File: src/pesd_pkg.sv
// package: constants for the performance event select decoder
package pesd_pkg;
  // event codes
  localparam logic [7:0] EV_ITLB   = 8'hae;
  localparam logic [7:0] EV_OFFREQ = 8'hb0;
  localparam logic [7:0] EV_DISP   = 8'hb1;
  localparam logic [7:0] EV_BUFFUL = 8'hb2;
  localparam logic [7:0] EV_PGX    = 8'hb6;
  localparam logic [7:0] EV_RESP0  = 8'hb7;
  localparam logic [7:0] EV_RESP1  = 8'hbb;
  localparam logic [7:0] EV_XFLUSH = 8'hbd;
  localparam logic [7:0] EV_BANK   = 8'hbf;
  localparam logic [7:0] EV_IRET   = 8'hc0;
  localparam logic [7:0] EV_OTHA   = 8'hc1;
  localparam logic [7:0] EV_URET   = 8'hc2;
  localparam logic [7:0] EV_MCLR   = 8'hc3;
  localparam logic [7:0] EV_BRET   = 8'hc4;
  localparam logic [7:0] EV_BMISP  = 8'hc5;
  localparam logic [7:0] EV_FPA    = 8'hca;
  // filter register addresses that the off-core response events depend on
  localparam logic [15:0] RESP0_FILTER = 16'h01a6;
  localparam logic [15:0] RESP1_FILTER = 16'h01a7;
  // counter numbers bound to restricted events
  localparam logic [1:0] CNT_RESP0   = 2'h0;
  localparam logic [1:0] CNT_PRECISE = 2'h1;
  localparam logic [1:0] CNT_RESP1   = 2'h3;
  // register map (byte addresses)
  localparam logic [7:0] A_SEL    = 8'h00;
  localparam logic [7:0] A_COUNT  = 8'h04;
  localparam logic [7:0] A_STATUS = 8'h08;
  localparam logic [7:0] A_FILT   = 8'h0c;
  localparam logic [31:0] SEL_RST = 32'h0000_0000;
  // select register fields
  localparam int SEL_EV_LSB   = 0;
  localparam int SEL_UM_LSB   = 8;
  localparam int SEL_CM_LSB   = 16;
  localparam int SEL_INV_BIT  = 24;
  localparam int SEL_EN_BIT   = 25;
  localparam int SEL_CNT_LSB  = 26;
  localparam logic [1:0] RESP_NONE = 2'h0;
  // axi responses
  localparam logic [1:0] RESP_OKAY   = 2'h0;
  localparam logic [1:0] RESP_SLVERR = 2'h2;
endpackage : pesd_pkg

File: src/pesd_cfg_if.sv
// interface: decoded selection passed from the bus slave to the decoder
`timescale 1ns/1ps
`default_nettype none
interface pesd_cfg_if;
  logic [7:0]  evCode;
  logic [7:0]  unitMask;
  logic [7:0]  cmask;
  logic        thresholdInvert;
  logic        enable;
  logic [1:0]  counterSel;
  logic [1:0]  filterOk;
  logic        countClear;
  logic [47:0] count;
  logic        accepted;
  modport slave (output evCode, unitMask, cmask, thresholdInvert, enable,
                 counterSel, filterOk, countClear,
                 input count, accepted);
  modport core  (input evCode, unitMask, cmask, thresholdInvert, enable,
                 counterSel, filterOk, countClear,
                 output count, accepted);
endinterface : pesd_cfg_if
`default_nettype wire

File: src/pesd_event_core.sv
// module: event decode, counter restriction, threshold and counter
//
// The implementer's own choices: the AXI4-Lite slave port and the placing of the registers.
`timescale 1ns/1ps
`default_nettype none
module pesd_event_core #(
  parameter int CW = 48
) (
  input  wire logic       clk,
  input  wire logic       srst,
  input  wire logic [3:0] uopsDispThread,
  input  wire logic [3:0] uopsDispCore,
  input  wire logic [3:0] uopsRetired,
  input  wire logic [3:0] retireSlots,
  input  wire logic [3:0] instrRetired,
  input  wire logic [63:0] evt,
  input  wire logic       otherCountersIdle,
  pesd_cfg_if.core        cfg
);
  logic [3:0]    inc;
  logic          valid;
  logic          allowed;
  logic [3:0]    qual;
  logic [CW-1:0] count_reg;
  logic [7:0]    u;

  // evt bit map: see handover; single-occurrence events are one bit each
  always_comb begin
    u     = cfg.unitMask;
    inc   = 4'h0;
    valid = 1'b1;
    case (cfg.evCode)
      pesd_pkg::EV_ITLB: begin
        if (u == 8'h01) inc = {3'h0, evt[0]};
        else valid = 1'b0;
      end
      pesd_pkg::EV_OFFREQ: begin
        if (u == 8'h01) inc = {3'h0, evt[1]};
        else if (u == 8'h04) inc = {3'h0, evt[2]};
        else if (u == 8'h08) inc = {3'h0, evt[3]};
        else valid = 1'b0;
      end
      pesd_pkg::EV_DISP: begin
        if (u == 8'h01) inc = uopsDispThread;
        else if (u == 8'h02) inc = uopsDispCore;
        else valid = 1'b0;
      end
      pesd_pkg::EV_BUFFUL: begin
        if (u == 8'h01) inc = {3'h0, evt[4]};
        else valid = 1'b0;
      end
      pesd_pkg::EV_PGX: begin
        if (u == 8'h01) inc = {3'h0, evt[5]};
        else valid = 1'b0;
      end
      pesd_pkg::EV_RESP0: begin
        if (u == 8'h01) inc = {3'h0, evt[6]};
        else valid = 1'b0;
      end
      pesd_pkg::EV_RESP1: begin
        if (u == 8'h01) inc = {3'h0, evt[7]};
        else valid = 1'b0;
      end
      pesd_pkg::EV_XFLUSH: begin
        if (u == 8'h01) inc = {3'h0, evt[8]};
        else if (u == 8'h20) inc = {3'h0, evt[9]};
        else valid = 1'b0;
      end
      pesd_pkg::EV_BANK: begin
        if (u == 8'h05) inc = {3'h0, evt[10]};
        else valid = 1'b0;
      end
      pesd_pkg::EV_IRET: begin
        if (u == 8'h00 || u == 8'h01) inc = instrRetired;
        else valid = 1'b0;
      end
      pesd_pkg::EV_OTHA: begin
        if (u == 8'h02) inc = {3'h0, evt[11]};
        else if (u == 8'h08) inc = {3'h0, evt[12]};
        else if (u == 8'h10) inc = {3'h0, evt[13]};
        else if (u == 8'h20) inc = {3'h0, evt[14]};
        else valid = 1'b0;
      end
      pesd_pkg::EV_URET: begin
        if (u == 8'h01) inc = uopsRetired;
        else if (u == 8'h02) inc = retireSlots;
        else valid = 1'b0;
      end
      pesd_pkg::EV_MCLR: begin
        if (u == 8'h02) inc = {3'h0, evt[15]};
        else if (u == 8'h04) inc = {3'h0, evt[16]};
        else if (u == 8'h20) inc = {3'h0, evt[17]};
        else valid = 1'b0;
      end
      pesd_pkg::EV_BRET: begin
        if (u == 8'h00 || u == 8'h04) inc = {3'h0, evt[18]};
        else if (u == 8'h01) inc = {3'h0, evt[19]};
        else if (u == 8'h02) inc = {3'h0, evt[20]};
        else if (u == 8'h08) inc = {3'h0, evt[21]};
        else if (u == 8'h10) inc = {3'h0, evt[22]};
        else if (u == 8'h20) inc = {3'h0, evt[23]};
        else if (u == 8'h40) inc = {3'h0, evt[24]};
        else valid = 1'b0;
      end
      pesd_pkg::EV_BMISP: begin
        if (u == 8'h00 || u == 8'h04) inc = {3'h0, evt[25]};
        else if (u == 8'h01) inc = {3'h0, evt[26]};
        else if (u == 8'h02) inc = {3'h0, evt[27]};
        else if (u == 8'h10) inc = {3'h0, evt[28]};
        else if (u == 8'h20) inc = {3'h0, evt[29]};
        else valid = 1'b0;
      end
      pesd_pkg::EV_FPA: begin
        if (u == 8'h02) inc = {3'h0, evt[30]};
        else if (u == 8'h04) inc = {3'h0, evt[31]};
        else if (u == 8'h08) inc = {3'h0, evt[32]};
        else if (u == 8'h10) inc = {3'h0, evt[33]};
        else if (u == 8'h1e) inc = {3'h0, |evt[33:30]};
        else valid = 1'b0;
      end
      default: valid = 1'b0;
    endcase
  end

  // counter binding and filter prerequisite for restricted events
  always_comb begin
    allowed = valid;
    if (cfg.evCode == pesd_pkg::EV_RESP0) begin
      allowed = valid && cfg.counterSel == pesd_pkg::CNT_RESP0
                && cfg.filterOk[0];
    end else if (cfg.evCode == pesd_pkg::EV_RESP1) begin
      allowed = valid && cfg.counterSel == pesd_pkg::CNT_RESP1
                && cfg.filterOk[1];
    end else if (cfg.evCode == pesd_pkg::EV_IRET && u == 8'h01) begin
      // precise variant also waits for the other counters to be quiet
      allowed = valid && cfg.counterSel == pesd_pkg::CNT_PRECISE
                && otherCountersIdle;
    end
  end

  // threshold: one per cycle meeting cmask, inverted when asked
  always_comb begin
    if (cfg.cmask == 8'h00) begin
      qual = inc;
    end else begin
      qual = {3'h0,
              (({4'h0, inc} >= cfg.cmask) ^ cfg.thresholdInvert)};
    end
  end

  always_ff @(posedge clk) begin
    if (srst || cfg.countClear) begin
      count_reg <= '0;
    end else if (cfg.enable && allowed) begin
      count_reg <= count_reg + CW'(qual);
    end
  end

  assign cfg.count    = 48'(count_reg);
  assign cfg.accepted = allowed;

  bad_event_a: assert property (@(posedge clk) disable iff (srst)
    (cfg.enable && !allowed && !cfg.countClear) |=> $stable(count_reg))
    else $error("counter moved on an unaccepted selection");
  resp0_ctr_a: assert property (@(posedge clk) disable iff (srst)
    (cfg.evCode == pesd_pkg::EV_RESP0 && cfg.counterSel != 2'h0) |-> !allowed)
    else $error("response event 0 accepted off counter 0");
  resp1_ctr_a: assert property (@(posedge clk) disable iff (srst)
    (cfg.evCode == pesd_pkg::EV_RESP1 && cfg.counterSel != 2'h3) |-> !allowed)
    else $error("response event 1 accepted off counter 3");
  precise_ctr_a: assert property (@(posedge clk) disable iff (srst)
    (cfg.evCode == pesd_pkg::EV_IRET && u == 8'h01
     && cfg.counterSel != 2'h1) |-> !allowed)
    else $error("precise retire accepted off counter 1");
  disp_add_a: assert property (@(posedge clk) disable iff (srst)
    (cfg.enable && !cfg.countClear && cfg.evCode == pesd_pkg::EV_DISP
     && u == 8'h01 && cfg.cmask == 8'h00)
    |=> count_reg == $past(count_reg) + CW'($past(uopsDispThread)))
    else $error("thread dispatch count not added");
  stall_cnt_a: assert property (@(posedge clk) disable iff (srst)
    (cfg.enable && !cfg.countClear && cfg.evCode == pesd_pkg::EV_DISP
     && u == 8'h01 && cfg.cmask == 8'h01 && cfg.thresholdInvert
     && uopsDispThread == 4'h0)
    |=> count_reg == $past(count_reg) + 1)
    else $error("stall cycle not counted");
  core_disp_a: assert property (@(posedge clk) disable iff (srst)
    (cfg.enable && !cfg.countClear && cfg.evCode == pesd_pkg::EV_DISP
     && u == 8'h02 && cfg.cmask == 8'h00)
    |=> count_reg == $past(count_reg) + CW'($past(uopsDispCore)))
    else $error("core dispatch count not added");
  fp_any_a: assert property (@(posedge clk) disable iff (srst)
    (cfg.enable && !cfg.countClear && cfg.evCode == pesd_pkg::EV_FPA
     && u == 8'h1e && cfg.cmask == 8'h00 && |evt[33:30])
    |=> count_reg == $past(count_reg) + 1)
    else $error("any-assist cycle not counted");
  itlb_a: assert property (@(posedge clk) disable iff (srst)
    (cfg.enable && !cfg.countClear && cfg.evCode == pesd_pkg::EV_ITLB
     && u == 8'h01 && cfg.cmask == 8'h00 && evt[0])
    |=> count_reg == $past(count_reg) + 1)
    else $error("flush not counted");
endmodule : pesd_event_core
`default_nettype wire

File: src/pesd_axil_slave.sv
// module: axi4-lite register slave holding the event selection
`timescale 1ns/1ps
`default_nettype none
module pesd_axil_slave (
  input  wire logic        clk,
  input  wire logic        srst,
  input  wire logic [7:0]  awaddr,
  input  wire logic        awvalid,
  output logic             awready,
  input  wire logic [31:0] wdata,
  input  wire logic [3:0]  wstrb,
  input  wire logic        wvalid,
  output logic             wready,
  output logic [1:0]       bresp,
  output logic             bvalid,
  input  wire logic        bready,
  input  wire logic [7:0]  araddr,
  input  wire logic        arvalid,
  output logic             arready,
  output logic [31:0]      rdata,
  output logic [1:0]       rresp,
  output logic             rvalid,
  input  wire logic        rready,
  pesd_cfg_if.slave        cfg
);
  logic [31:0] sel_reg;
  logic [1:0]  filt_reg;
  logic        awHeld;
  logic        wHeld;
  logic [7:0]  awAddrReg;
  logic [31:0] wDataReg;
  logic [3:0]  wStrbReg;
  logic        clr_reg;
  logic [31:0] merged;

  assign awready = !awHeld && !bvalid;
  assign wready  = !wHeld && !bvalid;
  assign arready = !rvalid;

  always_comb begin
    for (int i = 0; i < 4; i++) begin
      merged[i*8 +: 8] = wStrbReg[i] ? wDataReg[i*8 +: 8] : sel_reg[i*8 +: 8];
    end
  end

  // address and data may arrive in either order; the write fires with both
  always_ff @(posedge clk) begin
    if (srst) begin
      awHeld    <= 1'b0;
      wHeld     <= 1'b0;
      awAddrReg <= 8'h00;
      wDataReg  <= 32'h0;
      wStrbReg  <= 4'h0;
      bvalid    <= 1'b0;
      bresp     <= pesd_pkg::RESP_OKAY;
      sel_reg   <= pesd_pkg::SEL_RST;
      filt_reg  <= 2'h0;
      clr_reg   <= 1'b0;
    end else begin
      clr_reg <= 1'b0;
      if (awvalid && awready) begin
        awHeld    <= 1'b1;
        awAddrReg <= awaddr;
      end
      if (wvalid && wready) begin
        wHeld    <= 1'b1;
        wDataReg <= wdata;
        wStrbReg <= wstrb;
      end
      if (awHeld && wHeld) begin
        awHeld <= 1'b0;
        wHeld  <= 1'b0;
        bvalid <= 1'b1;
        bresp  <= pesd_pkg::RESP_OKAY;
        if (awAddrReg[7:2] == pesd_pkg::A_SEL[7:2]) begin
          sel_reg <= merged;
        end else if (awAddrReg[7:2] == pesd_pkg::A_COUNT[7:2]) begin
          clr_reg <= 1'b1;
        end else if (awAddrReg[7:2] == pesd_pkg::A_FILT[7:2]) begin
          if (wStrbReg[0]) begin
            filt_reg <= wDataReg[1:0];
          end
        end else if (awAddrReg[7:2] != pesd_pkg::A_STATUS[7:2]) begin
          bresp <= pesd_pkg::RESP_SLVERR;
        end
      end
      if (bvalid && bready) begin
        bvalid <= 1'b0;
      end
    end
  end

  always_ff @(posedge clk) begin
    if (srst) begin
      rvalid <= 1'b0;
      rdata  <= 32'h0;
      rresp  <= pesd_pkg::RESP_OKAY;
    end else if (arvalid && arready) begin
      rvalid <= 1'b1;
      rresp  <= pesd_pkg::RESP_OKAY;
      if (araddr[7:2] == pesd_pkg::A_SEL[7:2]) begin
        rdata <= sel_reg;
      end else if (araddr[7:2] == pesd_pkg::A_COUNT[7:2]) begin
        rdata <= cfg.count[31:0];
      end else if (araddr[7:2] == pesd_pkg::A_STATUS[7:2]) begin
        rdata <= {15'h0, cfg.accepted, cfg.count[47:32]};
      end else if (araddr[7:2] == pesd_pkg::A_FILT[7:2]) begin
        rdata <= {30'h0, filt_reg};
      end else begin
        rdata <= 32'h0;
        rresp <= pesd_pkg::RESP_SLVERR;
      end
    end else if (rvalid && rready) begin
      rvalid <= 1'b0;
    end
  end

  assign cfg.evCode          = sel_reg[pesd_pkg::SEL_EV_LSB +: 8];
  assign cfg.unitMask        = sel_reg[pesd_pkg::SEL_UM_LSB +: 8];
  assign cfg.cmask           = sel_reg[pesd_pkg::SEL_CM_LSB +: 8];
  assign cfg.thresholdInvert = sel_reg[pesd_pkg::SEL_INV_BIT];
  assign cfg.enable          = sel_reg[pesd_pkg::SEL_EN_BIT];
  assign cfg.counterSel      = sel_reg[pesd_pkg::SEL_CNT_LSB +: 2];
  assign cfg.filterOk        = filt_reg;
  assign cfg.countClear      = clr_reg;
endmodule : pesd_axil_slave
`default_nettype wire

File: src/pesd_top.sv
// top: performance event select decoder with axi4-lite registers
// Notes on behaviour
// ae/01 counts instruction translation flushes
// b0 counts demand reads, ownership, all reads
// b1/01 adds thread dispatches; cmask1+invert stalls
// b1/02 adds core dispatches, no any-thread
// b2/01 counts request buffer full
// b6 counts page-crossing offset loads
// b7 counter0 filter a6; bb counter3 a7
// bd counts data/second-level flush attempts
// bf/05 with cmask1 counts bank conflicts
// c0/00 counts retired instructions
// c0/01 only counter1, others quiesced
// c1 counts miss, store assist, transitions
// c2 retired uops and retirement slots
// c3 machine clears by unit mask
// c4 retired branches by unit mask
// c5 mispredicted retired branches by mask
// ca float assists, 1e any-assist cycles
// undefined selections leave counter unchanged
// add occurrences, or qualifying cycles
`timescale 1ns/1ps
`default_nettype none
module pesd_top (
  input  wire logic        clk,
  input  wire logic        srst,
  input  wire logic [7:0]  s_axi_awaddr,
  input  wire logic        s_axi_awvalid,
  output logic             s_axi_awready,
  input  wire logic [31:0] s_axi_wdata,
  input  wire logic [3:0]  s_axi_wstrb,
  input  wire logic        s_axi_wvalid,
  output logic             s_axi_wready,
  output logic [1:0]       s_axi_bresp,
  output logic             s_axi_bvalid,
  input  wire logic        s_axi_bready,
  input  wire logic [7:0]  s_axi_araddr,
  input  wire logic        s_axi_arvalid,
  output logic             s_axi_arready,
  output logic [31:0]      s_axi_rdata,
  output logic [1:0]       s_axi_rresp,
  output logic             s_axi_rvalid,
  input  wire logic        s_axi_rready,
  input  wire logic [3:0]  uopsDispThread,
  input  wire logic [3:0]  uopsDispCore,
  input  wire logic [3:0]  uopsRetired,
  input  wire logic [3:0]  retireSlots,
  input  wire logic [3:0]  instrRetired,
  input  wire logic [63:0] evt,
  input  wire logic        otherCountersIdle
);
  pesd_cfg_if cfgBus ();

  pesd_axil_slave uSlave (
    .clk     (clk),
    .srst    (srst),
    .awaddr  (s_axi_awaddr),
    .awvalid (s_axi_awvalid),
    .awready (s_axi_awready),
    .wdata   (s_axi_wdata),
    .wstrb   (s_axi_wstrb),
    .wvalid  (s_axi_wvalid),
    .wready  (s_axi_wready),
    .bresp   (s_axi_bresp),
    .bvalid  (s_axi_bvalid),
    .bready  (s_axi_bready),
    .araddr  (s_axi_araddr),
    .arvalid (s_axi_arvalid),
    .arready (s_axi_arready),
    .rdata   (s_axi_rdata),
    .rresp   (s_axi_rresp),
    .rvalid  (s_axi_rvalid),
    .rready  (s_axi_rready),
    .cfg     (cfgBus)
  );

  pesd_event_core #(.CW(48)) uCore (
    .clk               (clk),
    .srst              (srst),
    .uopsDispThread    (uopsDispThread),
    .uopsDispCore      (uopsDispCore),
    .uopsRetired       (uopsRetired),
    .retireSlots       (retireSlots),
    .instrRetired      (instrRetired),
    .evt               (evt),
    .otherCountersIdle (otherCountersIdle),
    .cfg               (cfgBus)
  );
endmodule : pesd_top
`default_nettype wire

File: config.mk
export PLATFORM = sky130hd
export DESIGN_NAME = pesd_top
export DESIGN_NICKNAME = d
export VERILOG_FILES = /design/src/pesd_pkg.sv /design/src/pesd_cfg_if.sv /design/src/pesd_event_core.sv /design/src/pesd_axil_slave.sv /design/src/pesd_top.sv
export SDC_FILE = /design/constraint.sdc
export NUM_CORES = 1
export LEC_CHECK = 0
export ABC_AREA = 1
export BUFFER_PORTS_ARGS = -buffer_cell sky130_fd_sc_hd__buf_2
export CAP_MARGIN = 15
export CORE_MARGIN = 2
export CORE_UTILIZATION = 35
export DETAILED_ROUTE_END_ITERATION = 7
export GPL_TIMING_DRIVEN = 0
export PLACE_DENSITY_LB_ADDON = 0.3
export SLEW_MARGIN = 10
export SYNTH_ARGS = -nofsm -noshare
export SYNTH_HDL_FRONTEND = slang
export SYNTH_SLANG_ARGS = --single-unit
File: constraint.sdc
create_clock -name clk -period 5.2 [get_ports clk]
set_input_delay 0 -clock clk [delete_from_list [all_inputs] [get_ports clk]]
set_output_delay 0 -clock clk [all_outputs]
set_load 0.1 [all_outputs]
==> results by stage, run 1 <==
Timing:
- The final setup slack of the worst path is 0.3562 ns.
- The maximum clock frequency is about 210 MHz.
- The final number of setup-violating endpoints is 0.
- Of the available clock period, the critical path in the final layout requires approximately 93%.
- The measured slew at the worst slew-check pin is 0.9760 ns.
- The relative slew slack is 34.69%.
- The final hold violation count came to 0.
- The number of max-slew violations in the final report is 0.
- The minimum clock period is a little under 5 ns.
- Between clock sinks in the finished design, the worst skew comes to approximately 0.011 ns.

Route:
- The post-detailed-route wirelength per cell is 16.88 µm.
- The per-cell via count in the routed design is 5.162.
- Before antenna repair, the detailed router went through 7 iterations.
- The total via count after detailed routing is roughly 10000.
- In this run the remaining antenna-violating nets after routing total 0.
- The number of remaining DRC errors is 0.
- The total wire length after detailed routing is 32620 µm.
- The detailed router finished its first iteration with 672 violations.

Setup path:
- The startpoint identified for the worst register-to-register timing path is uSlave.sel_reg[12].
- The worst setup path is of the register to register kind.
- Across all register-to-register paths, the minimum setup slack is 0.36 ns.
- Along the worst path, the maximum fanout reaches 7.
- The startpoint type of the worst setup path is a register.
- STA classifies the critical path endpoint as a register.
- The destination of the worst register-to-register timing path is uCore.cfg.count[32].
- For the worst setup path, the data arrival time is 5.21 ns.
- The critical path's slowest cell is fa_2.
- On the worst path, the slowest cell contributes a delay of 0.39 ns.
- Counting cells, the worst reg-to-reg path comes to 32.
- The required time reported for the critical path endpoint is between 5 and 6 ns.

Layout:
- The share of the core filled with cells in the final layout is 46.52%.
- The area of all placed cells without fillers is 11720 µm².
- The number of antenna diodes in the final layout is 0.
- The register with the most flip-flops in the layout has 48 of them.
- For this run, the post-layout net count is 1743.
- Compared with the post-synthesis result, the final layout area differs by 30.20%.
- The final cell count without fillers is 1933.
- In the final layout, the share of cells above drive strength 1 is a little under a fifth.

Power:
- The proportion of power drawn by the clock network is 42.1%.
- IR analysis of the VDD net gives a maximum drop of roughly 0.20 mV.
- Of the total power, combinational logic draws approximately 14%.
- The total chip power is about 3 mW.
- The switching power of the nets is 0.9840 mW.
- Sequential cells burn 43.5% of the power.
- The internal power of the cells is 2.078 mW.
- The power density normalized to cell area is 261.3 nW/µm².
- In this run the static leakage power is 4.794 nW.
- The switching part of the total power is 32.14%.

Yosys:
- In the post-synthesis netlist, the cell with the most instances is nand2_1.
- In the synthesized netlist, the cells that appear most often are nand2_1 (255), nor2_1 (202), dfxtp_1 (163).
- The most used flip-flop cell after synthesis is dfxtp_1.
- The register bit count reported by yosys is 163.
- Of the synthesized area, sequential elements account for 36.27%.
- The synthesized area per cell is 6.640 µm².
- The count of synthesis-stage warnings from yosys is 0.
- The fraction of synthesis flops using an asynchronous set or reset pin is 0%.
- Sorting the synthesized cells by area gives the leading types as dfxtp_1 (36%), nand2_1 (11%), nor2_1 (8.4%), a21oi_1 (7.0%), o21ai_0 (6.4%).
- The biggest area consumer among synthesized cells is dfxtp_1.
- After synthesis, the largest area contributor takes up 36.27% of total cell area.
- The synthesized netlist occupies a cell area of about 9000 µm².
- Yosys mapped the design onto 44 distinct sky130hd cell types.
- Synthesis produced 1355 cells.
- Yosys mapped a number of flops with a built-in enable equal to 0.

Clock tree:
- The clock tree from TritonCTS is done.
- In this run the clock root is driven by a clkbuf_16.
- The clock transition at the register clock pins on the worst setup and hold paths after CTS is 0.07 ns.
- No sink is reached through more buffers than the 2 on the longest clock path.
- The TritonCTS buffer count is 17.
- The clock net in this run drives a total of 163 sinks.
- The clock insertion delay at the later pin of the skew report is roughly 0.44 ns.
- The H-tree depth is 4.

GRT:
- The global-route total usage across every layer is 24.22%.
- After global routing the overflow that remains totals 0.
- The first global-routing pass estimated approximately 50000 µm of wire.
- The initial antenna violation count was 1.
- The via count of the first global-routing pass is 9533.
- Entering global routing, the biggest net connects 20 pins.

Placed design:
- Including well taps, the total number of placed cells is 1833.
- Before CTS, the worst setup slack after placement is -0.6378 ns.
- The last weighted congestion value of the routability-driven placer is between 0.9 and 1.
- Summed over all nets, the half-perimeter wirelength after detailed placement is 25220 µm.
- The count of buffers added on input and output ports is 147.
- The instance area at placement is 10150 µm².

Worst hold path:
- The worst hold path belongs to the class primary input to register.
- The path with the worst hold slack has its endpoint at uSlave.rdata[16].
- The hold path startpoint is srst.
- The worst hold path passes through 2 cells.

Run status:
- The flow ran to the end, and the final reports show no timing, DRC or antenna violations.

Floorplan:
- The core area is 25180 µm².
- Once the floorplan was initialized, standard cells occupied 35.73% of the core.
- The floorplan die area is roughly 27000 µm².
- Pin placement for this block handled roughly 190 I/O pins.
- The initialized floorplan defines 58 standard-cell rows.
- The die is 164.3 µm tall.
- Measured along the x axis, the die boundary spans 164.3 µm.

Flow run:
- The tool flagged a number of max-cap violations equal to 0.
==> logic make-up (layout without fill, tap and decap cells) <==
group                      after synthesis  after routing  share of synthesized area [%]
other                                    1              2                        0.04168
DFF                                    163            163                          36.27
and+or+nand+nor                        628            628                          30.00
AOI/OAI and AO/OA                      304            304                          18.91
adders and majority gates                9              9                          1.335
buffers and inverters                  206            453                          9.164
xor gates and xnor gates                44             44                          4.283
==> metrics by stage <==
stage          setup TNS, ns  hold WS (ns)
2_1_floorplan              0       0.09901
3_3_place_gp          -3.530        0.1861
3_5_place_dp          -4.738        0.1906
4_1_cts                    0      0.009689
5_1_grt             -0.06616       0.05085
6_report                   0       0.02015
==> critical path, delay by kind of cell (launching register included) <==
family | cells | cell delay (ns)
simple gates | 15 | 1.95
compound gates | 7 | 0.90
flops | 1 | 0.38
buf+inv | 5 | 0.45
fa+ha+maj | 3 | 0.76
xor+xnor | 2 | 0.33
==> layout by cell type (no fill, tap or decap), types with 37 or more instances in the layout <==
master / netlist / layout
o21ai_0: 115 / 114
dlygate4sd3_1: 0 / 49
nor2_1: 202 / 187
nand3_1: 54 / 49
dfxtp_1: 163 / 153
a21oi_1: 126 / 126
xor2_1: 37 / 37
buf_2: 8 / 154
nand2_1: 255 / 242
nand4_1: 66 / 66
clkbuf_1: 47 / 46
inv_1: 135 / 126
==> routing by layer <==
metal	global-route usage [%]	share of wire, %	vias to the layer above	routed length, µm
li1	-	-	5023	-
met1	30.75	44	4655	14210
met2	41.71	49	246	15990
met3	3.889	4.7	52	1527
met4	8.054	2.7	2	884
met5	0	0.040	-	13
==> timing repair <==
action,in CTS,in global routing
endpoints found under the hold margin,46,0
hold buffers,49,0
setup buffers,2,17
resized for setup,35,64
pin swaps,2,18
endpoints found under the setup margin,22,27
==> layout make-up <==
| type | count | area, µm² |
|---|---|---|
| clock inverters | 15 | 190.2 |
| multi-input cells | 987 | 5185 |
| fillers | 2548 | 13470 |
| repair buffers | 215 | 1369 |
| clock buffers | 17 | 425.4 |
| plain buffers | 64 | 309.0 |
| inverters | 142 | 538.0 |
| well taps | 330 | 412.9 |
| flip-flops and latches | 163 | 3286 |
==> worst max-delay path by stage <==
stage	startpoint	end	slack (ns)	cells after the start
finish	uSlave.sel_reg[12]	uCore.cfg.count[32]	0.36	32
detailed placement	uSlave.sel_reg[14]	uCore.cfg.count[42]	-0.64	30
floorplan	uSlave.sel_reg[15]	uCore.cfg.count[32]	0.72	31
CTS	uSlave.sel_reg[10]	uCore.cfg.count[32]	0.009	31
global route	uSlave.sel_reg[12]	uCore.cfg.count[32]	-0.07	34
global placement	uSlave.sel_reg[14]	uCore.cfg.count[32]	-0.58	31
==> power groups by stage <==
stage / clock, mW / sequential, mW / combinational, mW
finish: 1.29 / 1.33 / 0.439
global route: 1.36 / 1.34 / 0.474
CTS: 1.31 / 1.33 / 0.433
detailed placement: 0 / 1.36 / 0.400
global placement: 0 / 1.36 / 0.396
floorplan: 0 / 1.48 / 0.161
Power figures use the tool's default switching activity.
==> inputs of run 2 (changes only) <==
--- a/config.mk
+++ b/config.mk
@@ -5,7 +5,6 @@
 export SDC_FILE = /design/constraint.sdc
 export NUM_CORES = 1
 export LEC_CHECK = 0
-export ABC_AREA = 1
 export BUFFER_PORTS_ARGS = -buffer_cell sky130_fd_sc_hd__buf_2
 export CAP_MARGIN = 15
 export CORE_MARGIN = 2
==> run 2 against run 1 <==
  * The run now ends with setup timing left
  * Sequential power decreased by 3%
  * Total power shrank 8.2%
  * Via count down 5.0%
  * Clock skew rose by 0.0014 ns
  * Global-route usage fell by 0.82 points
  * Largest power group unchanged
  * Final area increased by 0.22%
  * Hold slack improved by 0.073 ns
  * Clock power decreased by 3%
  * Sequential cell count did not move
  * Critical path depth down 7
  * Register-to-register slack worse by 0.55 ns
  * Die area down 2.6%
==> results by stage, run 2 <==
Clock tree:
- The H-tree generated during clock tree synthesis spans 4 levels.
- The library cell used as clock root buffer is clkbuf_16.
- The total clock sinks is 163.
- Counting the buffers created by CTS gives 17.
- The clock insertion delay at the later pin of the skew report is 0.45 ns.
- The clock passes through at most 2 buffers.
- The clock transition at the register clock pins on the worst setup and hold paths after CTS is about 0.08 ns.
- TritonCTS built the clock tree.

Power:
- Net switching is 28.32% of the power.
- The internal power of the cells is 2.014 mW.
- The power density normalized to cell area is approximately 240 nW/µm².
- The proportion of power drawn by the clock network is between 40% and 50%.
- The design draws 2.810 mW.
- Combinational cells account for 9.6% of the total power.
- VDD sags by at most ~0.20 mV.
- Summed over all nets, the switching power comes to slightly below 0.8 mW.
- The analysis attributes to cell leakage a power of around 4.5 nW.
- Registers are responsible for ~46% of the overall power.

Run status:
- The final reports fail on setup timing.
- The flow ran to the end, but the final reports show violations.

Layout:
- The number of inserted filler cells in the final layout is 2312.
- The post-route netlist has between 20% and 30% of its cells at a drive strength greater than 1.
- The flip-flop count of the largest register, all copies and words added is 48.
- Leaving out fill and tap cells, the most frequent cell in the layout is nand2_1.
- The share of the core filled with cells in the final layout is 48.00%.
- After the flow finishes, the layout carries non-filler instances totaling roughly 1700.
- The synthesis-to-finish area growth is 34.12%.
- The number of nets at the end of the flow is 1498.
- In the layout the commonest cells are nand2_1 (194), dfxtp_1 (153), buf_2 (150).

Timing:
- After layout, the worst setup slack is -0.1907 ns.
- The worst hold-check slack is 0.09338 ns.
- The final hold violation count is 0.
- The final number of setup-violating endpoints is 16.
- Setup repair after global routing could not meet its margin everywhere.
- For the pin with the worst max-slew slack, the measured transition is 1.189 ns.
- The minimum clock period is 5.391 ns.
- Of the available clock period, the critical path in the final layout requires 103.7%.
- Measured against its own limit, the worst slew margin works out to roughly a fifth.
- The number of max-slew violations in the final report is 0.
- On the final layout, the worst clock skew is 0.01195 ns.
- Based on the critical path, the design can be clocked at up to 185.5 MHz.

Yosys:
- Synthesis inferred 163 register bits.
- The netlist area before placement is 8755 µm².
- The synthesized area per cell is approximately 8 µm².
- The biggest area consumer among synthesized cells is dfxtp_1.
- The area share of the largest cell type after synthesis is ~37%.
- Synthesis produced a netlist whose cell count is 1110.
- The fraction of synthesis flops using an asynchronous set or reset pin is 0%.
- The count of synthesis-stage warnings from yosys is 0.
- In the synthesized netlist the dominant register cell turns out to be dfxtp_1.
- The number of flops mapped to enable cells by yosys is 0.
- The portion of the post-synthesis area used by sequential elements is 37.27%.
- The most instantiated library cell after synthesis is nand2_1.
- The count of distinct cell types in the synthesized netlist is between 60 and 70.
- Sorting the synthesized cells by area gives the leading types as dfxtp_1 (37%), nand2_1 (8.5%), mux2i_1 (6.3%), a21oi_1 (4.6%), a22oi_1 (3.6%).
- The commonest cells after synthesis are nand2_1 (198), dfxtp_1 (163), a21oi_1 (81).

Placed design:
- The number of instances in the placed design is 1582.
- Input and output buffers added on the ports amount to 147.
- Timing analysis after detailed placement gives a worst setup slack of -1.569 ns.
- Summed over all nets, the half-perimeter wirelength after detailed placement is 22550 µm.
- The congestion estimate from routability-driven global placement came to 0.9448.

Floorplan:
- The floorplan die area is approximately 26000 µm².
- The core area is 24460 µm².
- The row count is 57.
- From left edge to right edge, the die measures 162.2 µm.
- The initial utilization of the core area, before any placement, comes to roughly 36%.
- The die is ~160 µm tall.
- The I/O pin count is approximately 190.

Route:
- The number of antenna-violating nets in the routed design is 0.
- Dividing the detail-routed via count by the number of cells gives 5.633.
- For this run, design rule violations remaining after detail routing come to 0.
- The total wire length after detailed routing is 31300 µm.
- The final route contains 9481 vias.
- In the final routed layout, each cell accounts on average for between 15 and 20 µm.
- For this block, the initial DRC count from the detailed router was about 980.
- Before antenna repair, the detailed router went through 8 iterations.

Setup path:
- Data on the critical path arrives at its endpoint at 5.78 ns.
- The startpoint type of the worst setup path is a register.
- Along the worst path, the maximum fanout reaches 10.
- The critical path's slowest cell is or4_4.
- On the worst path, the slowest cell contributes a delay of between 0.5 and 0.6 ns.
- The worst setup path is captured at a register.
- The category of the critical setup timing path is register to register.
- The required time reported for the critical path endpoint is 5.59 ns.

Flow run:
- The max-cap violation count is 0.

GRT:
- The total overflow left after global routing is 0.
- The via count of the first global-routing pass is just under 9000.
- The first global-routing pass estimated 48280 µm of wire.
- The initial antenna violation count is 1.
- The global-route total usage across every layer is 23.41%.
- The largest net degree at the start of global routing is 19.

Worst hold path:
- The worst hold path belongs to the class primary input to register.
-- run 2: changes by cell type after synthesis, moves of 45 or more --
cell / change
nand4_1: -46
o21ai_0: -88
a21oi_1: -45
mux2i_1: +55
inv_1: -114
nor2_1: -142
nand2_1: -57
or3_1: +47
-- run 2: path summary, 6_finish.rpt --
path                                          start                  end  slack, ns  cells after the start
worst min register to register  uSlave.wDataReg[30]  uSlave.wDataReg[30]       0.46                      2
worst max-delay path              uSlave.sel_reg[9]  uCore.cfg.count[16]      -0.19                     25
worst max register to register    uSlave.sel_reg[9]  uCore.cfg.count[16]      -0.19                     25
worst min-delay path                   s_axi_wvalid   uSlave.wDataReg[2]       0.09                      4
-- run 2: critical path, delay by kind of cell, from the launching register on --
kind,cells,cell delay (ns)
and+or+nand+nor,11,2.30
AOI/OAI and AO/OA,7,1.20
adders and majority gates,3,0.87
DFF,1,0.40
buffers and inverters,2,0.21
muxes,1,0.19
xor gates and xnor gates,1,0.13
-- run 2: cell type report --
class / count / area (µm²) / area share, %
diodes: 1 / 2.502 / 0.02131
well taps: 324 / 405.4 / 3.453
plain buffers: 81 / 359.1 / 3.058
clock buffers: 17 / 425.4 / 3.623
multi-input cells: 838 / 5553 / 47.29
inverters: 21 / 78.83 / 0.6714
clock inverters: 15 / 167.7 / 1.428
flip-flops and latches: 163 / 3286 / 27.98
repair buffers: 223 / 1464 / 12.47
-- run 2: cell families (layout without fill, tap and decap cells) --
| kind of cell | after synthesis | after routing | share of synthesized area (%) |
|---|---|---|---|
| mux | 71 | 71 | 8.604 |
| fa+ha+maj | 9 | 9 | 1.372 |
| xor+xnor | 7 | 7 | 0.7003 |
| other cells | 1 | 3 | 0.04283 |
| flops | 163 | 163 | 37.27 |
| simple gates | 522 | 522 | 29.77 |
| compound gates | 227 | 227 | 17.31 |
| buf+inv | 110 | 357 | 4.931 |
-- run 2: per-stage QoR --
step	TNS, ns	area (µm²)
2_1_floorplan	0	8760
3_3_place_gp	-47.15	9901
3_5_place_dp	-48.53	9907
4_1_cts	-0.7602	11270
5_1_grt	-5.650	11740
6_report	-1.006	11740
-- run 2: power groups by stage --
stage | clock (mW) | combinational, mW | sequential (mW)
detailed placement | 0 | 0.238 | 1.32
global route | 1.31 | 0.293 | 1.29
CTS | 1.25 | 0.266 | 1.29
finish | 1.25 | 0.270 | 1.29
global placement | 0 | 0.235 | 1.32
floorplan | 0 | 0.137 | 1.33
-- run 2: metal layers --
layer	wire, µm	GRT usage [%]	part of all wire, %
met1	13640	31.40	44
met2	14300	36.81	46
met3	2403	5.465	7.7
met4	962	8.528	3.1
met5	0	0	0
-- run 2: timing repair --
item / CTS / global route
pin swaps: 15 / 27
setup buffers: 11 / 20
setup endpoints to repair: 47 / 40
cloned: 1 / 0
gates resized for setup: 74 / 80
hold endpoints to repair: 45 / 0
hold buffers: 46 / 0
==> inputs of run 3 (changes only) <==
--- a/config.mk
+++ b/config.mk
@@ -12,6 +12,7 @@
 export DETAILED_ROUTE_END_ITERATION = 7
 export GPL_TIMING_DRIVEN = 0
 export PLACE_DENSITY_LB_ADDON = 0.3
+export SKIP_CTS_REPAIR_TIMING = 1
 export SLEW_MARGIN = 10
 export SYNTH_ARGS = -nofsm -noshare
 export SYNTH_HDL_FRONTEND = slang
==> constraint.sdc (replaced) <==
create_clock -name clk -period 5 [get_ports clk]
set_input_delay 0 -clock clk [delete_from_list [all_inputs] [get_ports clk]]
set_output_delay 0 -clock clk [all_outputs]
set_load 0.1 [all_outputs]
==> run 3 against run 2 <==
  * The flow still finishes with violations (setup timing)
  * Cell count is essentially flat
  * Non-clock buffer count is 1 higher
  * Hold slack worse by 0.055 ns
  * Count of clock-buffer cells in the layout grew 5
  * Critical path depth decreased by 2
  * Worst setup slack worse by 0.32 ns
  * Final area down 0.84%
  * Global-route usage down 1.0 points
  * Clock skew decreased by 0.0016 ns
  * Utilization fell by 0.40 points
  * First-iteration DRC count is 2.2% lower
==> results by stage, run 3 (synthesis gave the netlist of run 2 again) <==
Layout:
- After the last flow step, the layout net total stands at ~1500.
- The flip-flop count of the largest register, all copies and words added is 48.
- The final cell count without fillers is 1682.
- The synthesis-to-finish area growth is 32.99%.
- The share of layout cells above drive strength 1 is 22.83%.
- The share of the core filled with cells in the final layout is 47.59%.
- Leaving out fill and tap cells, the most frequent cells in the layout are nand2_1 (196), dfxtp_1 (157), buf_2 (150).
- The commonest non-fill, non-tap cell in the layout is nand2_1.
- The final antenna diode count is 0.

Floorplan:
- In this run the standard cell core region covers 24460 µm².
- In this run the vertical extent of the chip is 162.2 µm.
- The floorplan step defined a die boundary enclosing 26290 µm².
- Once the floorplan was initialized, standard cells occupied 35.79% of the core.
- From left edge to right edge, the die measures 162.2 µm.
- The I/O pin count is ~190.
- The row count is 57.

Power:
- For this design the ratio of total power to cell area is 247.4 nW/µm².
- The peak ir drop on the vdd network is about 0.17 mV.
- The total chip power is 2.880 mW.
- The standby leakage power is 4.540 nW.

Clock tree:
- The TritonCTS buffer count is 17.
- The total clock sinks is 163.
- TritonCTS built the clock tree.
- The clock insertion delay at the later pin of the skew report is 0.44 ns.
- The library cell used as clock root buffer is clkbuf_16.
- The H-tree depth is 4.
- No sink is reached through more buffers than the 2 on the longest clock path.
- After clock tree synthesis, the clock-pin slew on the worst setup and hold paths is 0.07 ns.

Setup path:
- The category of the critical setup timing path is register to register.
- The startpoint type of the worst setup path is a register.
- The biggest fanout along the worst timing path is 8.
- The arrival time of the worst setup path is 5.89 ns.
- For the worst setup path, the data required time is 5.38 ns.
- The type of destination of the critical path is a register.

Timing:
- Final hold analysis gives a worst-case slack of 0.03809 ns.
- In the finished design, the share of the clock period the worst path needs comes to 110.2%.
- For the finished layout, the period the worst path requires is 5.510 ns.
- The final setup slack of the worst path is -0.5101 ns.
- Derived from the worst setup path, the maximum achievable clock frequency is 181.5 MHz.
- The final setup skew is 0.01038 ns.
- Setup repair after global routing could not meet its margin everywhere.
- The measured slew at the worst slew-check pin is between 1 and 1.5 ns.
- The final setup TNS is -8.381 ns.
- The relative slew slack is 24.39%.
- The final hold violation count was 0.
- Setup violations remaining at the end of the flow were counted as 35.
- The number of max-slew violations in the final report is 0.

GRT:
- For this run, the total global-route usage over all layers was measured as 22.36%.
- The fraction of met2 tracks used by global routing is 35.20%.
- The met1 track demand over resource in global routing is a little under a third.
- In this run the most used layer during global routing was met2.
- The total overflow left after global routing is 0.
- The via count of the first global-routing pass was 8248.
- The largest net degree at the start of global routing is 17.
- The initial antenna violation count came to 0.
- The first global-routing pass estimated 46050 µm of wire.
- Global routing consumed, on the met3 layer, 2.860% of the routing resources.

Placed design:
- The post-detailed-placement half-perimeter wirelength is between 20000 and 25000 µm.
- Once placement completed, the tool counted placed cells totaling 1582.
- The last weighted congestion value of the routability-driven placer is 0.9376.
- The number of buffers added on ports is between 100 and 150.

Route:
- The detailed-routing iteration count for the pre-antenna-repair pass is 7.
- After detailed routing, the total wire length is 31150 µm.
- Dividing the detail-routed wire length by the instance count gives 18.52 µm.
- The number of remaining DRC errors is 0.
- The per-cell via count in the routed design is 5.634.
- The first routing iteration left 959 violations.
- The total via count after detailed routing is approximately 9500.
- The number of antenna-violating nets in the routed design is 0.

Flow run:
- Across the run, the number of max-cap violations was 0.

Run status:
- The checks that failed: setup timing.
- The run finished, with violations left.

Worst hold path:
- The type of the most critical hold path is primary input to register.
==> run 3: path summary, 6_finish.rpt <==
check	from	end	slack (ns)	depth (start not counted)
max	uSlave.sel_reg[11]	uCore.cfg.count[31]	-0.51	23
min	srst	uCore.cfg.count[47]	0.04	3
max reg2reg	uSlave.sel_reg[11]	uCore.cfg.count[31]	-0.51	23
min reg2reg	uSlave.wDataReg[11]	uSlave.sel_reg[11]	0.46	2
==> run 3: report_power, final <==
group / switching, mW / internal, mW / leakage, nW
sequential: 0.0167 / 1.33 / 1.32
combinational: 0.172 / 0.105 / 2.95
clock: 0.558 / 0.704 / 0.269
==> run 3: cell type report <==
type	instances	area, µm²
multi-input combinational	838	5508
inverter	21	78.83
tap	324	405.4
timing repair buffer	222	1456
clock buffer	22	454.2
fill	2360	12820
buffer	83	369.1
sequential	163	3271
clock inverter	9	100.1
==> run 3: per-stage QoR <==
step | worst slack [ns] | area [µm²]
floorplan | -0.0004547 | 8793
global placement | -0.9733 | 9935
detailed placement | -1.066 | 9941
CTS | -1.085 | 10500
global route | -0.6835 | 11640
finish | -0.5101 | 11640
==> run 3: metal layers <==
metal	share of wire [%]	vias up
met3	7.0	44
met5	0	-
li1	-	4534
met2	46	448
met4	1.9	0
met1	45	4451
==> run 3: worst max-delay path: stages (launching register included) <==
cell	delay [ns]
dfxtp_2	0.32
buf_6	0.12
or4_4	0.56
buf_12	0.16
nor3_4	0.22
o21ai_0	0.22
o21ai_0	0.43
nor4_4	0.12
ha_1	0.31
nand2b_4	0.14
a21o_1	0.16
a21oi_2	0.11
nor2b_1	0.05
o21ai_1	0.14
xor2_1	0.09
mux2i_1	0.19
ha_2	0.23
a21o_1	0.14
a21oi_2	0.06
o21a_2	0.28
nand3b_1	0.27
or4_4	0.62
or4_1	0.42
nand2_1	0.08
